==> config.mk <==
export PLATFORM = sky130hd
export DESIGN_NAME = dpm_master
export DESIGN_NICKNAME = d
export VERILOG_FILES = /design/src/dpm_master.v
export VERILOG_INCLUDE_DIRS = /design/src
export SDC_FILE = /design/constraint.sdc
export NUM_CORES = 1
export LEC_CHECK = 0
export BUFFER_PORTS_ARGS = -buffer_cell sky130_fd_sc_hd__buf_2
export CAP_MARGIN = 5
export CORE_ASPECT_RATIO = 1.75
export CORE_MARGIN = 2
export CORE_UTILIZATION = 49
export DETAILED_ROUTE_END_ITERATION = 8
export PLACE_DENSITY = 0.75
export SLEW_MARGIN = 10
export SYNTH_ARGS = -nofsm -noshare
export SYNTH_HDL_FRONTEND = slang
export SYNTH_SLANG_ARGS = --single-unit
==> constraint.sdc <==
create_clock -name sys_clk_i -period 6.3 [get_ports sys_clk_i]
set_clock_uncertainty 0.1 [all_clocks]
set_input_delay 1.26 -clock sys_clk_i [delete_from_list [all_inputs] [get_ports sys_clk_i]]
set_output_delay 1.26 -clock sys_clk_i [all_outputs]
set_load 0.05 [all_outputs]
==> src/dpm_defines.vh <==
// Constants for the display parallel bus master
`ifndef DPM_DEFINES_VH
`define DPM_DEFINES_VH

`define DPM_CLK_MHZ          200
`define DPM_WR_LOW_NS        170
`define DPM_WR_HIGH_NS       85
`define DPM_WR_SETUP_NS      85
`define DPM_RD_LOW_NS        300
`define DPM_RD_HIGH_NS       300
`define DPM_RST_LOW_NS       2000
// Least times rounded up to whole 5 ns cycles, sized to the counter
`define DPM_CNT_W            9
`define DPM_WR_LOW_CYC       9'h022
`define DPM_WR_HIGH_CYC      9'h011
`define DPM_WR_SETUP_CYC     9'h011
`define DPM_RD_LOW_CYC       9'h03C
`define DPM_RD_HIGH_CYC      9'h03C
`define DPM_RST_LOW_CYC      9'h190

`endif

==> src/dpm_master.v <==
// Display 8-bit parallel bus master
`timescale 1ns/1ps
`default_nettype none
`include "dpm_defines.vh"

module dpm_master
(
    input  wire       sys_clk_i,
    input  wire       rst_n_i,
    input  wire       panel_reset_req_i,
    input  wire       req_valid_i,
    input  wire       req_read_i,
    input  wire       req_rs_i,
    input  wire [7:0] req_data_i,
    output reg        req_ready_o,
    output reg        rd_valid_o,
    output reg  [7:0] rd_data_o,
    output reg        panel_cs_n_o,
    output reg        register_select_line_o,
    output reg        panel_rd_n_o,
    output reg        panel_wr_n_o,
    output reg        panel_reset_n_o,
    input  wire [7:0] panel_data_bus_i,
    output reg  [7:0] panel_data_bus_o,
    output reg        panel_data_bus_oe_o
);

////////////////////////////////////////////////////////////////////////////////

localparam [2:0] ST_IDLE  = 3'd0;
localparam [2:0] ST_SETUP = 3'd1;
localparam [2:0] ST_WLOW  = 3'd2;
localparam [2:0] ST_RLOW  = 3'd3;
localparam [2:0] ST_HIGH  = 3'd4;
localparam [2:0] ST_RST   = 3'd5;

localparam [`DPM_CNT_W-1:0] WR_SETUP = `DPM_WR_SETUP_CYC;
localparam [`DPM_CNT_W-1:0] WR_LOW   = `DPM_WR_LOW_CYC;
localparam [`DPM_CNT_W-1:0] WR_HIGH  = `DPM_WR_HIGH_CYC;
localparam [`DPM_CNT_W-1:0] RD_LOW   = `DPM_RD_LOW_CYC;
localparam [`DPM_CNT_W-1:0] RD_HIGH  = `DPM_RD_HIGH_CYC;
localparam [`DPM_CNT_W-1:0] RST_LOW  = `DPM_RST_LOW_CYC;
localparam [`DPM_CNT_W-1:0] ONE      = 9'h001;

reg [2:0]            state_q;
reg [2:0]            state_d;
reg [`DPM_CNT_W-1:0] cnt_q;
reg [`DPM_CNT_W-1:0] cnt_d;
reg                  ready_d;
reg                  rd_valid_d;
reg [7:0]            rd_data_d;
reg                  cs_n_d;
reg                  rs_d;
reg                  rd_n_d;
reg                  wr_n_d;
reg                  reset_n_d;
reg [7:0]            dout_d;
reg                  oe_d;
wire                 cnt_done;
wire                 take_req;

////////////////////////////////////////////////////////////////////////////////

// Phase counters end on one, so a count of N lasts N cycles
assign cnt_done = (cnt_q == ONE);
assign take_req = req_valid_i && req_ready_o;

////////////////////////////////////////////////////////////////////////////////

// Phase sequencing
always @*
begin
    state_d = state_q;
    cnt_d   = cnt_q;
    case (state_q)
    ST_IDLE:
    begin
        // Panel reset wins over a pending access
        if (panel_reset_req_i)
        begin
            cnt_d   = RST_LOW;
            state_d = ST_RST;
        end
        else if (take_req)
        begin
            if (req_read_i)
            begin
                cnt_d   = RD_LOW;
                state_d = ST_RLOW;
            end
            else
            begin
                cnt_d   = WR_SETUP;
                state_d = ST_SETUP;
            end
        end
    end
    ST_SETUP:
    begin
        if (cnt_done)
        begin
            cnt_d   = WR_LOW;
            state_d = ST_WLOW;
        end
        else
            cnt_d = cnt_q - ONE;
    end
    ST_WLOW:
    begin
        if (cnt_done)
        begin
            cnt_d   = WR_HIGH;
            state_d = ST_HIGH;
        end
        else
            cnt_d = cnt_q - ONE;
    end
    ST_RLOW:
    begin
        if (cnt_done)
        begin
            cnt_d   = RD_HIGH;
            state_d = ST_HIGH;
        end
        else
            cnt_d = cnt_q - ONE;
    end
    ST_HIGH:
    begin
        if (cnt_done)
            state_d = ST_IDLE;
        else
            cnt_d = cnt_q - ONE;
    end
    ST_RST:
    begin
        if (cnt_done)
            state_d = ST_IDLE;
        else
            cnt_d = cnt_q - ONE;
    end
    default:
        state_d = ST_IDLE;
    endcase
end

////////////////////////////////////////////////////////////////////////////////

// Pin and handshake values; all of them land in flops
always @*
begin
    ready_d    = req_ready_o;
    rd_valid_d = 1'b0;
    rd_data_d  = rd_data_o;
    cs_n_d     = panel_cs_n_o;
    rs_d       = register_select_line_o;
    rd_n_d     = panel_rd_n_o;
    wr_n_d     = panel_wr_n_o;
    reset_n_d  = panel_reset_n_o;
    dout_d     = panel_data_bus_o;
    oe_d       = panel_data_bus_oe_o;
    case (state_q)
    ST_IDLE:
    begin
        cs_n_d  = 1'b1;
        oe_d    = 1'b0;
        ready_d = 1'b1;
        // Ready dropped once a request is taken
        if (panel_reset_req_i)
        begin
            ready_d   = 1'b0;
            reset_n_d = 1'b0;
        end
        else if (take_req)
        begin
            ready_d = 1'b0;
            cs_n_d  = 1'b0;
            rs_d    = req_rs_i;
            if (req_read_i)
                rd_n_d = 1'b0;
            else
            begin
                // Data set up ahead of the strobe
                dout_d = req_data_i;
                oe_d   = 1'b1;
            end
        end
    end
    ST_SETUP:
    begin
        if (cnt_done)
            wr_n_d = 1'b0;
    end
    ST_WLOW:
    begin
        // Bus held through the rising edge
        if (cnt_done)
            wr_n_d = 1'b1;
    end
    ST_RLOW:
    begin
        if (cnt_done)
        begin
            // Sampled at the end of the low phase
            rd_data_d  = panel_data_bus_i;
            rd_valid_d = 1'b1;
            rd_n_d     = 1'b1;
        end
    end
    ST_HIGH:
    begin
        // Select released at once; high time is still honoured
        cs_n_d = 1'b1;
        oe_d   = 1'b0;
        if (cnt_done)
            ready_d = 1'b1;
    end
    ST_RST:
    begin
        if (cnt_done)
        begin
            reset_n_d = 1'b1;
            ready_d   = 1'b1;
        end
    end
    default:
        cs_n_d = 1'b1;
    endcase
end

////////////////////////////////////////////////////////////////////////////////

// Reset comes from the master reset pin, synchronous
always @(posedge sys_clk_i)
begin
    if (!rst_n_i)
    begin
        state_q <= ST_IDLE;
        cnt_q   <= 9'h000;
    end
    else
    begin
        state_q <= state_d;
        cnt_q   <= cnt_d;
    end
end

// Strobes, select and panel reset straight from flops
always @(posedge sys_clk_i)
begin
    if (!rst_n_i)
    begin
        panel_cs_n_o           <= 1'b1;
        register_select_line_o <= 1'b0;
        panel_rd_n_o           <= 1'b1;
        panel_wr_n_o           <= 1'b1;
        panel_reset_n_o        <= 1'b1;
    end
    else
    begin
        panel_cs_n_o           <= cs_n_d;
        register_select_line_o <= rs_d;
        panel_rd_n_o           <= rd_n_d;
        panel_wr_n_o           <= wr_n_d;
        panel_reset_n_o        <= reset_n_d;
    end
end

// Data path and handshake straight from flops
always @(posedge sys_clk_i)
begin
    if (!rst_n_i)
    begin
        req_ready_o            <= 1'b0;
        rd_valid_o             <= 1'b0;
        rd_data_o              <= 8'h00;
        panel_data_bus_o       <= 8'h00;
        panel_data_bus_oe_o    <= 1'b0;
    end
    else
    begin
        req_ready_o            <= ready_d;
        rd_valid_o             <= rd_valid_d;
        rd_data_o              <= rd_data_d;
        panel_data_bus_o       <= dout_d;
        panel_data_bus_oe_o    <= oe_d;
    end
end

endmodule
`default_nettype wire

==> results.sh, run 1 <==
export IMPL_dieArea_um2=4120
export IMPL_power_total_mw=0.688
export IMPL_final_cell_area_um2=2060
export IMPL_clk_path_buf_depth=2
export IMPL_post_drt_wl_per_cell_um=13.9
export IMPL_critical_path_slowest_cell="nor4_2"
export IMPL_io_pins=46
export IMPL_cts_tree="done"
export IMPL_place_ws_ns=3.26
export IMPL_die_h_um=83.4
export IMPL_place_congestion=0.869
export IMPL_drt_met1_wl_mm=1.52
export IMPL_switching_power_mw=0.241
export IMPL_crit_arrival_ns=2.76
export IMPL_synth_area_um2=1770
export IMPL_p_per_area_nw_per_um2=333
export IMPL_wl_met3_um=215
export IMPL_route_vias_total=1613
export IMPL_grt_pass1_vias=1531
export IMPL_path_clk_slew_ns=0.07
export IMPL_p_sw_frac=0.351
export IMPL_grt_max_degree=28
export IMPL_syn_avg_cell_area_um2=8.45
export IMPL_internal_power_mw=0.447
export IMPL_htreeDepth=2
export IMPL_max_freq_ghz=0.370
export IMPL_yosysWarnings=0
export IMPL_route_met2_wl_mm=2.13
export IMPL_ys_top_cells_by_area="dfxtp_1 41%, mux2i_1 10%, nor2_1 7.4%, a21oi_1 4.3%, nand2_1 3.0%"
export IMPL_cp_max_fo=9
export IMPL_postSynthCellCount=209
export IMPL_endpoint_kind="flip-flop"
export IMPL_synthTopCellsByCount="36 x dfxtp_1, 35 x nor2_1, 18 x mux2i_1, 15 x a21oi_1, 14 x nand2_1"
export IMPL_setup_viol=0
export IMPL_maxSlewViolCount=0
export IMPL_stdcell_count=291
export IMPL_seqPwrFrac=0.425
export IMPL_outcome="finished clean"
export IMPL_final_nets=270
export IMPL_synth_edf_count=0
export IMPL_rsz0062_at_grt="no"
export IMPL_die_w_um=49.4
export IMPL_placed_cell_area_um2=1970
export IMPL_postSynth_asyncResetShare=0
export IMPL_dpl_cell_count=284
export IMPL_cp_data_required_time_ns=6.35
export IMPL_timing_final_crit_share=0.429
export IMPL_drtIter0Drc=69
export IMPL_tns_ns=0
export IMPL_fin_ws_ns=3.60
export IMPL_rows=28
export IMPL_cpPeakStageDelay_ns=1.00
export IMPL_maxUsedRoutingLayer="met4"
export IMPL_ys_types=46
export IMPL_worstPathCellList="buf_2, nor4_2, mux2i_1, nor2_1"
export IMPL_antenna_found_initial=0
export IMPL_drtAntennaViolNets=0
export IMPL_wirelength_mm=4.06
export IMPL_start_util=0.520
export IMPL_clkPwrFrac=0.254
export IMPL_dp_hpwl_mm=2.95
export IMPL_synth_top_area_share=0.408
export IMPL_slew_headroom=0.217
export IMPL_overflow=0
export IMPL_grt_pass1_wl_mm=6.90
export IMPL_vias_per_cell=5.54
export IMPL_dr_pass1_iters=5
export IMPL_io_buffer_count=45
export IMPL_hold_class="flip-flop to flip-flop"
export IMPL_yosys_area_top_type="dfxtp_1"
export IMPL_p_leak_nw=0.842
export IMPL_core_um2=3400
export IMPL_clkSinkCount=36
export IMPL_clock_latency_ns=0.28
export IMPL_min_period_ns=2.70
export IMPL_ys_flop_type="dfxtp_1"
export IMPL_startpoint_type="primary input"
export IMPL_criticalPathCategory="primary input to flip-flop"
export IMPL_fin_util=0.608
export IMPL_ir_drop_uv=204
export IMPL_cts_resized_gates=0
export IMPL_drc=0
export IMPL_synth_seq_cells=36
export IMPL_numCtsBuffers=5
export IMPL_synthMostInstantiatedCell="dfxtp_1"
export IMPL_hold_viol=0
export IMPL_track_usage=0.215
export IMPL_tightest_slew_ns=1.16
export IMPL_synth_seq_area_share=0.408
export IMPL_synth_net_count=233
export IMPL_p_comb_frac=0.322
export IMPL_diodes=0
export IMPL_synthToLayoutAreaGrowth_pct=16.9
export IMPL_postCtsSetupBuffers=0
export IMPL_max_cap_viol_count=0
export IMPL_hold_worst_slack_ns=0.375
export IMPL_nFillCells=304
export IMPL_holdBufCountCts=0
export IMPL_clockRootBuffer="clkbuf_8"
export IMPL_drive_gt1_frac=0.260
[power by group through the flow]
stage / sequential (mW) / combinational (mW) / clock (mW)
global placement: 0.296 / 0.218 / 0
CTS: 0.291 / 0.221 / 0.176
floorplan: 0.288 / 0.189 / 0
detailed placement: 0.296 / 0.218 / 0
finish: 0.292 / 0.221 / 0.175
global route: 0.298 / 0.250 / 0.188
[state kept, by name, summed over array words and instances, names as in the netlist]
register / count
panel_rd_n_o: 1
req_ready_o: 1
panel_data_bus_o: 8
rd_data_o: 8
state_q: 3
panel_wr_n_o: 1
cnt_q: 9
panel_data_bus_oe_o: 1
panel_reset_n_o: 1
rd_valid_o: 1
panel_cs_n_o: 1
register_select_line_o: 1
[logic make-up after synthesis]
group | Yosys count | share of synthesized area
AO/OA/AOI/OAI | 48 | 0.176
XOR/XNOR | 2 | 0.00992
adder cells (fa/ha/maj) | 2 | 0.0142
buffers and inverters | 21 | 0.0609
flip-flops | 36 | 0.408
multiplexers | 18 | 0.102
AND/OR/NAND/NOR | 82 | 0.228
[worst paths after layout]
path	start	end	slack, ns	cells after the start
min	panel_reset_n_o	panel_reset_n_o	0.37	2
min reg2reg	panel_reset_n_o	panel_reset_n_o	0.37	2
max reg2reg	cnt_q[0]	rd_data_o[1]	3.69	6
max	panel_reset_req_i	panel_data_bus_o[4]	3.60	4
[layout by cell type, fill, tap and decap left out, types with 2 or more instances in the layout]
cell type and n:
a211oi_1 4, a21oi_1 15, a31oi_1 6, buf_2 45, clkbuf_8 7, dfxtp_1 36
ha_1 2, inv_1 5, mux2i_1 18, nand2_1 14, nand2b_1 2, nand3_1 3
nor2_1 35, nor3_1 7, nor4_2 2, o211ai_1 2, o21ai_0 9, o31a_1 2
o31ai_1 2, or2_2 4, or3_1 3, xnor2_1 2
[cell type report]
type / instances / area (um2) / share of cell area
timing repair buffer: 45 / 225 / 0.109
tap: 45 / 56.3 / 0.0273
clock buffer: 7 / 96.3 / 0.0467
multi-input combinational: 152 / 943 / 0.457
inverter: 6 / 22.5 / 0.0109
sequential: 36 / 721 / 0.349
[metal layers]
metal / track usage / vias to the layer above
met1: 0.233 / 712
met5: 0 / -
met3: 0.0432 / 21
met2: 0.373 / 72
li1: - / 808
met4: 0.129 / 0
[critical path: cells and delay by family]
kind                   cells  cell delay, ns
AND/OR/NAND/NOR            2            1.06
multiplexers               1            0.28
buffers and inverters      1            0.15
No activity file was read; power rests on OpenSTA's default activity.
==> run 2, diff against run 1 <==
Settings changed: CORE_UTILIZATION 49 to 47.
Clock period 6.3 ns to 2.3 ns, I/O delays scaled along.
==> results.sh, run 2 (same netlist as run 1, synthesis figures left out) <==
export IMPL_io_buffer_count=45
export IMPL_dp_hpwl_mm=3.25
export IMPL_fin_util=0.606
export IMPL_worstPathCellList="inv_1, ha_1, or4b_1, or2_4, nand3_1, a21oi_1, o41ai_1"
export IMPL_final_common_cell="buf_2"
export IMPL_tns_ns=0
export IMPL_min_period_ns=2.18
export IMPL_p_per_area_nw_per_um2=928
export IMPL_cp_num_cells=7
export IMPL_final_nets=286
export IMPL_die_w_um=50.3
export IMPL_nFillCells=336
export IMPL_holdBufCountCts=0
export IMPL_cpPeakStageDelay_ns=0.51
export IMPL_crit_buf_inv=1
export IMPL_overflow=0
export IMPL_drive_gt1_frac=0.308
export IMPL_power_total_mw=2.04
export IMPL_grt_pass1_vias=1670
export IMPL_hold_start="req_rs_i"
export IMPL_critical_path_top_delay_family="simple AND/OR/NAND/NOR gates"
export IMPL_postCtsSetupBuffers=0
export IMPL_mostFrequentLayoutCells="45 x buf_2, 36 x dfxtp_1, 35 x nor2_1"
export IMPL_rsz0062_at_grt="no"
export IMPL_stdcell_count=309
export IMPL_post_drt_wl_per_cell_um=13.8
export IMPL_vias_per_cell=5.59
export IMPL_clockRootBuffer="clkbuf_8"
export IMPL_track_usage=0.217
export IMPL_r2r_setup_slack_ns=0.12
export IMPL_place_ws_ns=0.0636
export IMPL_path_clk_slew_ns=0.07
export IMPL_rr_worst_depth=7
export IMPL_drtIter0Drc=65
export IMPL_top_regs="cnt_q (9), panel_data_bus_o (8), rd_data_o (8)"
export IMPL_io_pins=46
export IMPL_r2r_start="cnt_q[1]"
export IMPL_cp_data_required_time_ns=2.37
export IMPL_numCtsBuffers=5
export IMPL_largest_reg_flops=9
export IMPL_start_util=0.487
export IMPL_route_vias_total=1727
export IMPL_cp_max_fo=11
export IMPL_startpoint_type="flip-flop"
export IMPL_rows=29
export IMPL_fin_ws_ns=0.119
export IMPL_dieArea_um2=4280
export IMPL_holdPathEnd="register_select_line_o"
export IMPL_tightest_slew_ns=0.407
export IMPL_drtAntennaViolNets=0
export IMPL_synthToLayoutAreaGrowth_pct=24.6
export IMPL_grt_max_degree=18
export IMPL_p_leak_nw=0.931
export IMPL_whs_path_depth=3
export IMPL_clkSinkCount=36
export IMPL_slew_headroom=0.728
export IMPL_outcome="finished clean"
export IMPL_place_congestion=0.899
export IMPL_reg2reg_to="cnt_q[0]"
export IMPL_regMostFlops="cnt_q"
export IMPL_max_freq_ghz=0.458
export IMPL_max_cap_viol_count=0
export IMPL_dr_pass1_iters=4
export IMPL_timing_final_crit_share=0.948
export IMPL_setup_viol=0
export IMPL_maxSlewViolCount=0
export IMPL_grt_pass1_wl_mm=7.20
export IMPL_die_h_um=85.1
export IMPL_endpoint_kind="flip-flop"
export IMPL_htreeDepth=2
export IMPL_core_um2=3630
export IMPL_wirelength_mm=4.27
export IMPL_critical_path_slowest_cell="or4b_1"
export IMPL_criticalPathCategory="flip-flop to flip-flop"
export IMPL_diodes=0
export IMPL_hold_class="primary input to flip-flop"
export IMPL_hold_viol=0
export IMPL_clk_path_buf_depth=2
export IMPL_dpl_cell_count=301
export IMPL_clock_latency_ns=0.29
export IMPL_crit_arrival_ns=2.26
export IMPL_cts_tree="done"
export IMPL_drc=0
export IMPL_antenna_found_initial=0
export IMPL_ir_drop_uv=613
run 2: worst max path at each step:
stage / startpoint / endpoint / slack, ns
global route: cnt_q[1] / cnt_q[0] / 0.02
global placement: cnt_q[1] / cnt_q[1] / 0.11
floorplan: cnt_q[0] / rd_data_o[7] / 0.19
finish: cnt_q[1] / cnt_q[0] / 0.12
detailed placement: cnt_q[1] / cnt_q[1] / 0.06
CTS: cnt_q[1] / cnt_q[0] / 0.0008
run 2: layout make-up:
cell class / count / area (um2) / share of cell area
Clock inverter: 2 / 35.0 / 0.0159
Tap cell: 46 / 57.6 / 0.0262
Multi-Input combinational cell: 152 / 946 / 0.430
Inverter: 6 / 22.5 / 0.0102
Sequential cell: 36 / 721 / 0.328
Clock buffer: 6 / 72.6 / 0.0330
Timing Repair Buffer: 61 / 345 / 0.157
run 2: metrics by stage:
step                area [um2]  hold slack, ns
global route              2200           0.317
floorplan                 1770           0.376
global placement          2090           0.349
finish                    2200           0.303
detailed placement        2090           0.362
CTS                       2200           0.304
run 2: worst reg2reg max path, cell delays in order (launching register included):
cell and delay [ns]:
dfxtp_1 0.32, inv_1 0.09, ha_1 0.14, or4b_1 0.51, or2_4 0.33, nand3_1 0.10
a21oi_1 0.08, o41ai_1 0.39
run 2: layer usage:
layer | vias up | part of all wire | GRT usage
li1 | 841 | - | -
met1 | 783 | 0.37 | 0.215
met2 | 73 | 0.53 | 0.385
met3 | 30 | 0.049 | 0.0405
met4 | 0 | 0.059 | 0.162
met5 | - | 0 | 0
run 2: power breakdown:
part	internal (mW)	switching (mW)
combinational	0.330	0.419
clock	0.321	0.223
sequential	0.692	0.0570
run 2: repair_timing:
action / CTS / global route
resized for setup: 0 / 1
endpoints found under the hold margin: 0 / 0
setup endpoints to repair: 0 / 7
